### config.mk
export PLATFORM = sky130hd
export DESIGN_NAME = hpr_channel
export DESIGN_NICKNAME = d
export VERILOG_FILES = /design/src/common/hpr_pkg.sv /design/src/verilog/hpr_channel.sv
export SDC_FILE = /design/constraint.sdc
export NUM_CORES = 2
export LEC_CHECK = 0
export ABC_AREA = 1
export BUFFER_PORTS_ARGS = -buffer_cell sky130_fd_sc_hd__buf_4
export CAP_MARGIN = 20
export CELL_PAD_IN_SITES_DETAIL_PLACEMENT = 1
export CELL_PAD_IN_SITES_GLOBAL_PLACEMENT = 1
export CORE_ASPECT_RATIO = 1.2
export CORE_MARGIN = 10
export CORE_UTILIZATION = 35
export CTS_BUF_LIST = sky130_fd_sc_hd__clkbuf_4 sky130_fd_sc_hd__clkbuf_8
export DETAILED_ROUTE_END_ITERATION = 12
export PLACE_DENSITY_LB_ADDON = 0.15
export SETUP_SLACK_MARGIN = 0.5
export SLEW_MARGIN = 20
export SYNTH_ARGS = -nofsm -noshare
export SYNTH_HDL_FRONTEND = slang
export SYNTH_SLANG_ARGS = --single-unit
### constraint.sdc
create_clock -name i_clk_sys -period 7.1 [get_ports i_clk_sys]
set_input_delay 0.355 -clock i_clk_sys [delete_from_list [all_inputs] [get_ports i_clk_sys]]
set_output_delay 0.355 -clock i_clk_sys [all_outputs]
set_load 0.02 [all_outputs]
### src/common/hpr_pkg.sv
// package for the raw channel: register map, fields, resets and framing constants
package hpr_pkg;
  // ----------------------------------------------------------------
  // register byte offsets
  // ----------------------------------------------------------------
  localparam logic [7:0] OFF_CTRL   = 8'h00;
  localparam logic [7:0] OFF_IFIELD = 8'h04;
  localparam logic [7:0] OFF_SHORT  = 8'h08;
  localparam logic [7:0] OFF_PKTLEN = 8'h0c;
  localparam logic [7:0] OFF_CMD    = 8'h10;
  localparam logic [7:0] OFF_TXLO   = 8'h14;
  localparam logic [7:0] OFF_TXHI   = 8'h18;
  localparam logic [7:0] OFF_WRLEN  = 8'h1c;
  localparam logic [7:0] OFF_STATUS = 8'h20;
  localparam logic [7:0] OFF_RXLO   = 8'h24;
  localparam logic [7:0] OFF_RXHI   = 8'h28;
  localparam logic [7:0] OFF_RXCNT  = 8'h2c;
  // ----------------------------------------------------------------
  // field positions
  // ----------------------------------------------------------------
  localparam int CTRL_LONG_TERM  = 0;
  localparam int CTRL_MULTI      = 1;
  localparam int CTRL_SHORT_EN   = 2;
  localparam int CTRL_RX_EN      = 3;
  localparam int CTRL_W          = 4;
  localparam int CMD_END_PKT     = 0;
  localparam int CMD_DISCONNECT  = 1;
  localparam int ST_CONNECTED    = 0;
  localparam int ST_PACKET       = 1;
  localparam int ST_TX_FULL      = 2;
  localparam int ST_RX_AVAIL     = 3;
  localparam int ST_LOSS         = 4;
  localparam int ST_RX_FIRST     = 5;
  localparam int ST_RX_FULL      = 6;
  // ----------------------------------------------------------------
  // reset values and framing figures
  // ----------------------------------------------------------------
  localparam logic [3:0]  CTRL_RST        = 4'h0;
  localparam logic [31:0] IFIELD_RST      = 32'h0000_0000;
  localparam logic [7:0]  SHORT_RST       = 8'h01;
  localparam logic [8:0]  STD_BURST_WORDS = 9'h100;
  localparam int          WORD_BYTES      = 8;
  localparam int          MAX_WRITE_BYTES = 16 * 1024 * 1024;
  localparam int          MAX_WRITE_WORDS = MAX_WRITE_BYTES / WORD_BYTES;
  localparam int          WRLEN_W         = 22;
  localparam logic [31:0] RXCNT_STEP      = 32'h0000_0008;
endpackage

### src/verilog/hpr_channel.sv
// raw physical-layer channel: apb registers, transmit framer, receive queue
//
// Functional notes
// - accept every arriving packet, no sorting by protocol identifier
// - store each packet whole, headers untouched and unparsed; a packet that fills the receive memory keeps only the words already stored
// - keep a host-readable byte count of the current received packet
// - per-packet or long-term connections; long-term closes on host request
// - multi-write keeps packet up; single-write drops it after the write
// - one host write carries at most 16 megabytes
// - packets may be unbounded until the host ends them
// - short-burst setting makes each packet's first burst short
// - host may end a multi-write packet before its declared count
// - no framing header needed; any I-field value allowed
// - send only host data; config is I-field and short-burst setting
// - present configured I-field unchanged on every connection request
// - incoming I-field is neither read nor altered
// - short first burst length set by host, data from first write
// - received packets leave in strict arrival order
// - full receive memory drops new packets and flags a loss
// - one connection at a time; request only after teardown
// - receiver accepts connections automatically once enabled
// - short burst 1 to 255 words, standard burst 256 words
// - per-packet mode closes the connection after the packet
//
// Our own choices: the APB interface to the registers and the register addresses.
`timescale 1ns/10ps
module hpr_channel #(
  parameter int RX_DEPTH = 16
) (
  input  wire logic        i_clk_sys,
  input  wire logic        i_nrst,
  input  wire logic        i_psel,
  input  wire logic        i_penable,
  input  wire logic        i_pwrite,
  input  wire logic [7:0]  i_paddr,
  input  wire logic [31:0] i_pwdata,
  output logic             o_pready,
  output logic [31:0]      o_prdata,
  output logic             o_pslverr,
  output logic             o_tx_request,
  output logic [31:0]      o_tx_ifield,
  input  wire logic        i_tx_connect,
  output logic             o_tx_packet,
  output logic             o_tx_valid,
  output logic             o_tx_burst_last,
  output logic [63:0]      o_tx_data,
  input  wire logic        i_rx_request,
  output logic             o_rx_connect,
  input  wire logic        i_rx_packet,
  input  wire logic        i_rx_valid,
  input  wire logic [63:0] i_rx_data
);
  localparam int AW = $clog2(RX_DEPTH);
  typedef enum logic [1:0] {TX_IDLE, TX_CONN, TX_OPEN, TX_PKT} hpr_tx_state_t;
  // ----------------------------------------------------------------
  // functions
  // ----------------------------------------------------------------
  function automatic logic [8:0] burst_limit(input logic first, input logic en,
                                             input logic [7:0] words);
    burst_limit = (first && en) ? {1'b0, words | {7'h0, ~|words}} : hpr_pkg::STD_BURST_WORDS;
  endfunction
  function automatic logic [AW-1:0] ptr_inc(input logic [AW-1:0] p);
    ptr_inc = (p == AW'(RX_DEPTH - 1)) ? '0 : p + AW'(1);
  endfunction
  // ----------------------------------------------------------------
  // registers and state
  // ----------------------------------------------------------------
  logic [3:0]          ctrl;
  logic [31:0]         ifield;
  logic [7:0]          short_words;
  logic [31:0]         pkt_len;
  logic [31:0]         tx_lo;
  logic [63:0]         tx_hold;
  logic                tx_full;
  logic [hpr_pkg::WRLEN_W-1:0] wr_left;
  logic [31:0]         pkt_left;
  logic [8:0]          burst_cnt;
  logic                first_burst;
  hpr_tx_state_t       tx_state;
  logic [64:0]         rx_mem [RX_DEPTH];
  logic [AW-1:0]       wr_ptr;
  logic [AW-1:0]       rd_ptr;
  logic [AW:0]         rx_used;
  logic                rx_first_pend;
  logic                rx_dropping;
  logic                loss;
  logic [31:0]         rx_count;
  // ----------------------------------------------------------------
  // apb decode
  // ----------------------------------------------------------------
  wire acc      = i_psel & i_penable & ~o_pready;
  wire done     = i_psel & i_penable & o_pready;
  wire wr_done  = done & i_pwrite & ~o_pslverr;
  wire rd_done  = done & ~i_pwrite & ~o_pslverr;
  wire a_ctrl   = i_paddr == hpr_pkg::OFF_CTRL;
  wire a_ifield = i_paddr == hpr_pkg::OFF_IFIELD;
  wire a_short  = i_paddr == hpr_pkg::OFF_SHORT;
  wire a_pktlen = i_paddr == hpr_pkg::OFF_PKTLEN;
  wire a_cmd    = i_paddr == hpr_pkg::OFF_CMD;
  wire a_txlo   = i_paddr == hpr_pkg::OFF_TXLO;
  wire a_txhi   = i_paddr == hpr_pkg::OFF_TXHI;
  wire a_wrlen  = i_paddr == hpr_pkg::OFF_WRLEN;
  wire a_status = i_paddr == hpr_pkg::OFF_STATUS;
  wire a_rxlo   = i_paddr == hpr_pkg::OFF_RXLO;
  wire a_rxhi   = i_paddr == hpr_pkg::OFF_RXHI;
  wire a_rxcnt  = i_paddr == hpr_pkg::OFF_RXCNT;
  wire rx_empty = rx_used == '0;
  wire rx_full  = rx_used == (AW+1)'(RX_DEPTH);
  wire mapped   = a_ctrl | a_ifield | a_short | a_pktlen | a_cmd | a_txlo | a_txhi
                | a_wrlen | a_status | a_rxlo | a_rxhi | a_rxcnt;
  // refused: unmapped, data push into full holding word, pop of empty queue
  wire refuse   = ~mapped | (i_pwrite & a_txhi & tx_full) | (~i_pwrite & a_rxhi & rx_empty);
  wire [64:0] rx_head = rx_mem[rd_ptr];
  wire [31:0] status_word = {25'h0, rx_full, rx_head[64] & ~rx_empty, loss, ~rx_empty,
                             tx_full, o_tx_packet, (tx_state == TX_OPEN) | (tx_state == TX_PKT)};
  wire [31:0] rd_mux = a_ctrl   ? {28'h0, ctrl} :
                       a_ifield ? ifield :
                       a_short  ? {24'h0, short_words} :
                       a_pktlen ? pkt_len :
                       a_wrlen  ? {{(32-hpr_pkg::WRLEN_W){1'b0}}, wr_left} :
                       a_status ? status_word :
                       a_rxlo   ? rx_head[31:0] :
                       a_rxhi   ? rx_head[63:32] :
                       a_rxcnt  ? rx_count : 32'h0;
  always_ff @(posedge i_clk_sys or negedge i_nrst) begin
    if (!i_nrst) begin
      o_pready  <= 1'b0;
      o_pslverr <= 1'b0;
      o_prdata  <= 32'h0;
    end else begin
      o_pready  <= acc;
      o_pslverr <= acc & refuse;
      o_prdata  <= (acc & ~i_pwrite) ? rd_mux : 32'h0;
    end
  end
  // ----------------------------------------------------------------
  // configuration registers
  // ----------------------------------------------------------------
  // host ends packet
  wire cmd_end  = wr_done & a_cmd & i_pwdata[hpr_pkg::CMD_END_PKT];
  wire cmd_disc = wr_done & a_cmd & i_pwdata[hpr_pkg::CMD_DISCONNECT];
  wire push_tx  = wr_done & a_txhi;
  wire long_term = ctrl[hpr_pkg::CTRL_LONG_TERM];
  wire multi     = ctrl[hpr_pkg::CTRL_MULTI];
  wire [hpr_pkg::WRLEN_W-1:0] wr_req =
    (i_pwdata[31:3] > 29'(hpr_pkg::MAX_WRITE_WORDS)) ?
    hpr_pkg::WRLEN_W'(hpr_pkg::MAX_WRITE_WORDS) : i_pwdata[hpr_pkg::WRLEN_W+2:3];
  always_ff @(posedge i_clk_sys or negedge i_nrst) begin
    if (!i_nrst) begin
      ctrl        <= hpr_pkg::CTRL_RST;
      ifield      <= hpr_pkg::IFIELD_RST;
      short_words <= hpr_pkg::SHORT_RST;
      pkt_len     <= 32'h0;
      tx_lo       <= 32'h0;
    end else if (wr_done) begin
      if (a_ctrl) ctrl <= i_pwdata[hpr_pkg::CTRL_W-1:0];
      if (a_ifield) ifield <= i_pwdata;
      if (a_short) short_words <= i_pwdata[7:0];
      if (a_pktlen) pkt_len <= i_pwdata;
      if (a_txlo) tx_lo <= i_pwdata;
    end
  end
  // ----------------------------------------------------------------
  // transmit framer
  // ----------------------------------------------------------------
  // burst word limit
  wire [8:0] blim  = burst_limit(first_burst, ctrl[hpr_pkg::CTRL_SHORT_EN], short_words);
  wire send        = (tx_state == TX_PKT) & tx_full & (wr_left != '0);
  wire blast       = send & (burst_cnt + 9'h001 == blim);
  wire end_single  = ~multi & send & (wr_left == hpr_pkg::WRLEN_W'(1));
  wire end_count   = multi & send & (pkt_len != 32'h0) & (pkt_left == 32'h1);
  wire pkt_end     = (tx_state == TX_PKT) & (cmd_end | end_single | end_count);
  wire pkt_start   = (tx_state == TX_OPEN) & tx_full & (wr_left != '0);
  always_ff @(posedge i_clk_sys or negedge i_nrst) begin
    if (!i_nrst) begin
      tx_state     <= TX_IDLE;
      o_tx_request <= 1'b0;
      o_tx_ifield  <= 32'h0;
      o_tx_packet  <= 1'b0;
    end else begin
      case (tx_state)
        TX_IDLE: begin
          if (tx_full && wr_left != '0) begin
            tx_state     <= TX_CONN;
            o_tx_request <= 1'b1;
            o_tx_ifield  <= ifield;
          end
        end
        TX_CONN: begin
          if (i_tx_connect) tx_state <= TX_OPEN;
        end
        TX_OPEN: begin
          if (cmd_disc) begin
            tx_state     <= TX_IDLE;
            o_tx_request <= 1'b0;
          end else if (pkt_start) begin
            tx_state    <= TX_PKT;
            o_tx_packet <= 1'b1;
          end
        end
        TX_PKT: begin
          if (pkt_end) begin
            o_tx_packet <= 1'b0;
            tx_state     <= long_term ? TX_OPEN : TX_IDLE;
            o_tx_request <= long_term;
          end
        end
        default: tx_state <= TX_IDLE;
      endcase
    end
  end
  always_ff @(posedge i_clk_sys or negedge i_nrst) begin
    if (!i_nrst) begin
      tx_hold         <= 64'h0;
      tx_full         <= 1'b0;
      wr_left         <= '0;
      pkt_left        <= 32'h0;
      burst_cnt       <= 9'h0;
      first_burst     <= 1'b1;
      o_tx_valid      <= 1'b0;
      o_tx_burst_last <= 1'b0;
      o_tx_data       <= 64'h0;
    end else begin
      o_tx_valid      <= send;
      o_tx_burst_last <= blast;
      if (send) o_tx_data <= tx_hold;
      if (push_tx) begin
        tx_hold <= {i_pwdata, tx_lo};
        tx_full <= 1'b1;
      end else if (send) begin
        tx_full <= 1'b0;
      end
      if (wr_done && a_wrlen) wr_left <= wr_req;
      else if (send) wr_left <= wr_left - hpr_pkg::WRLEN_W'(1);
      if (pkt_start) pkt_left <= pkt_len;
      else if (send) pkt_left <= pkt_left - 32'h1;
      if (pkt_start) begin
        burst_cnt   <= 9'h0;
        first_burst <= 1'b1;
      end else if (blast) begin
        burst_cnt   <= 9'h0;
        first_burst <= 1'b0;
      end else if (send) begin
        burst_cnt <= burst_cnt + 9'h001;
      end
    end
  end
  // ----------------------------------------------------------------
  // receive queue
  // ----------------------------------------------------------------
  // incoming i-field is not examined
  wire rx_word  = i_rx_valid & i_rx_packet;
  wire push_rx  = rx_word & ~rx_full & ~rx_dropping;
  wire drop_rx  = rx_word & rx_full;
  wire pop_rx   = rd_done & a_rxhi;
  wire loss_clr = wr_done & a_status & i_pwdata[hpr_pkg::ST_LOSS];
  always_ff @(posedge i_clk_sys or negedge i_nrst) begin
    if (!i_nrst) begin
      o_rx_connect <= 1'b0;
      wr_ptr       <= '0;
      rd_ptr       <= '0;
      rx_used      <= '0;
      rx_first_pend <= 1'b1;
      rx_dropping  <= 1'b0;
      loss         <= 1'b0;
      rx_count     <= 32'h0;
    end else begin
      o_rx_connect <= i_rx_request & ctrl[hpr_pkg::CTRL_RX_EN];
      if (push_rx) wr_ptr <= ptr_inc(wr_ptr);
      if (pop_rx) rd_ptr <= ptr_inc(rd_ptr);
      rx_used <= rx_used + (AW+1)'(push_rx) - (AW+1)'(pop_rx);
      if (rx_word) rx_first_pend <= 1'b0;
      else if (!i_rx_packet) rx_first_pend <= 1'b1;
      // drop rest of packet, flag loss; set beats clear
      if (drop_rx) rx_dropping <= 1'b1;
      else if (!i_rx_packet) rx_dropping <= 1'b0;
      if (drop_rx) loss <= 1'b1;
      else if (loss_clr) loss <= 1'b0;
      // count restarts at a new packet
      if (pop_rx) rx_count <= rx_head[64] ? hpr_pkg::RXCNT_STEP : rx_count + hpr_pkg::RXCNT_STEP;
    end
  end
  always_ff @(posedge i_clk_sys) begin
    if (push_rx) rx_mem[wr_ptr] <= {rx_first_pend, i_rx_data};
  end
endmodule
==> results.cfg <==
[status]
status = finished clean

[sta]
fin_ws_ns = 2.88
tns_ns = 0
relSlewSlack_pct = 26.6
clock_skew_ns = 0.0897
period_share_pct = 59.5
drv_slew = 0
tightest_slew_ns = 1.09
layout_min_cycle_time_ns = 4.22
finalSetupViolCount = 0
hold-worst-slack_ns = 0.116
hold_viol = 0
achievable-frequency_mhz = 237
rsz0062_at_grt = no

[layout]
top_regs = rx_mem: 1040 flops, o_tx_data: 64 flops, tx_hold: 64 flops
final_area_um2 = 70900
largest_reg_flops = 1040
drive_gt1_share_pct = 13.6
regMostFlops = rx_mem
fin_nets = 6091
syn_to_final_growth_pct = 15.6

[hold_path]
worstHoldStart = i_psel
hold_class = input port to flip-flop

[yosys]
syn_area_per_cell_um2 = 11.0
ys_types = 62
synthArstFlopShare_pct = 28.7
yosys_warnings = 0
synthFlopType = edfxtp_1
synth-seq-cells = 1459
synth_sequential_area_ratio_pct = 68.0
syn_inst = 5592
syn_nets = 5724
syn_area_um2 = 61300
synth_edf_count = 1040

[clock_tree]
clock_latency_ns = 1.02
clk_pin_slew_worst_paths_ns = 0.06
post_cts_buffers = 0
root_buffer = clkbuf_8
cts_tree = built
htreeDepth = 4
cts.sinks = 1459
cts_buffers = 232
clockBufferDepth = 3

[global_route]
grt_max_degree = 209
gr-usage-all-layers_pct = 21.2
grt-ovfl-total = 0
grt_pass1_vias = 45300
antenna_found_initial = 25
grt_pass1_wl_um = 308000

[floorplanning]
ios = 248
dieHeight_um = 479
dieArea_um2 = 192000
start_util_pct = 35.1
rows = 168
coreArea_um2 = 174000
die_w_um = 402

[routing]
vias_per_cell = 5.19
firstDrtPassIters = 5
drt_wl_total_um = 209000
drc = 0
wl_per_cell_um = 24.7
vias = 43800
drt_iter0_markers = 3151
ant_nets = 0

[critical_path]
reg2reg_from = rd_ptr[1]$_DFFE_PN0P_
cp.required_ns = 7.97
cp.arrival_ns = 5.09
cp-startpoint = rd_ptr[1]$_DFFE_PN0P_
start_kind = flip-flop
end_kind = flip-flop
path_max_fanout = 196
worst-setup-path-type = flip-flop to flip-flop

[place]
port_buffers = 247
place_ws_ns = 2.91
place_area_um2 = 65200
gp_congestion = 0.865
dpl.hpwl_um = 124000

[pwr]
power_mw = 18.9
p_per_area_nw_per_um2 = 267
ir_worst_vdd_mv = 0.190
p_leak_nw = 27.4

[run]
drv_cap = 0
==> cells in the final DEF (no fill, tap or decap), drive strengths merged, types with 2 or more instances in the layout <==
cell type | netlist | layout
a21oi | 73 | 73
a221oi | 2 | 2
a22o | 4 | 4
a31oi | 7 | 7
buf | 190 | 313
clkbuf | 107 | 329
clkinv | 4 | 73
clkinvlp | 0 | 2
dfrtp | 416 | 416
dfstp | 3 | 3
diode | 0 | 7
dlygate4sd3 | 0 | 117
edfxtp | 1040 | 1040
ha | 18 | 18
inv | 287 | 294
mux2 | 52 | 52
nand2 | 1043 | 1043
nand3 | 196 | 196
nand4 | 60 | 60
nor2 | 924 | 924
nor3 | 52 | 52
nor3b | 5 | 5
nor4 | 12 | 12
o211ai | 123 | 123
o21ai | 803 | 803
o21bai | 2 | 2
o221ai | 6 | 6
o22ai | 91 | 91
o311ai | 2 | 2
o31ai | 4 | 4
or2 | 9 | 9
xnor2 | 11 | 11
xor2 | 38 | 38
==> cell usage after synthesis, drive strengths merged (60+ instances only) <==
cell       n  area, um^2
nor2     924        3560
o22ai     91         569
dfrtp    416       10400
inv      287        1080
nand4     60         382
edfxtp  1040       31200
a21oi     73         365
clkbuf   107         404
nand2   1043        3950
nand3    196        1010
o211ai   123         928
buf      190        1300
o21ai    803        4020
==> layout make-up <==
type	instances	area (um^2)
Timing Repair Buffer	430	3690
Clock inverter	79	460
Sequential cell	1459	41700
Tap cell	2295	2870
Fill cell	19000	104000
Multi-Input combinational cell	3545	17000
Clock buffer	329	4050
Inverter	291	1120
Antenna cell	7	17.5
==> cells by family (layout without fill, tap and decap cells) <==
kind of cell / Yosys count / in the layout / synth area share, %
other: 0 / 7 / 0
AOI/OAI and AO/OA: 1122 / 1122 / 10.0
and+or+nand+nor: 2303 / 2303 / 15.3
xor gates and xnor gates: 49 / 49 / 0.700
adders and majority gates: 19 / 19 / 0.400
DFF: 1459 / 1459 / 68.0
muxes: 52 / 52 / 0.955
buffers and inverters: 588 / 1129 / 4.57
==> stage by stage <==
step	std cells	util (%)
final	8435	40.6
after CTS	8428	40.6
after global routing	8431	40.6
after global placement	7902	37.4
after detailed placement	7902	37.4
after floorplan	5592	-
==> where the power goes <==
group | internal (mW) | leakage, nW | switching [mW]
logic | 0.561 | 9.99 | 1.36
registers | 9.60 | 15.0 | 0.287
clock network | 3.70 | 2.41 | 3.43
==> routing by layer <==
layer | wire length (um) | track usage, %
met4 | 5510 | 6.11
met1 | 93300 | 28.0
met3 | 9260 | 3.69
met2 | 100000 | 35.6
met5 | 111 | 0
==> timing repair <==
item | in CTS | in global routing
hold buffers | 118 | 0
resized for setup | 0 | 0
hold endpoints to repair | 1383 | 0
==> final timing paths <==
path	end	slack (ns)	cells past startpoint
max in group asynchronous	o_tx_ifield[28]$_DFFE_PN0P_	5.66	4
min in group asynchronous	o_tx_data[6]$_DFFE_PN0P_	0.55	4
hold / removal	rd_ptr[0]$_DFFE_PN0P_	0.12	5
setup reg to reg	o_prdata[7]$_DFF_PN0_	2.88	11
setup / recovery	o_prdata[7]$_DFF_PN0_	2.88	11
hold reg to reg	tx_hold[6]$_DFFE_PN0P_	0.45	1
==> worst max-delay path, cell delays in order, from the launching register on <==
cell      delay, ns
dfrtp_4        0.90
buf_4          0.77
buf_12         0.63
nor2_1         0.10
o21ai_0        0.11
o211ai_1       0.11
nand3_1        0.14
nand3_1        0.20
nand2_1        0.31
nand4_1        0.27
nor2_1         0.18
nor2_1         0.06
Note: power is estimated with default switching activity, not from simulation.
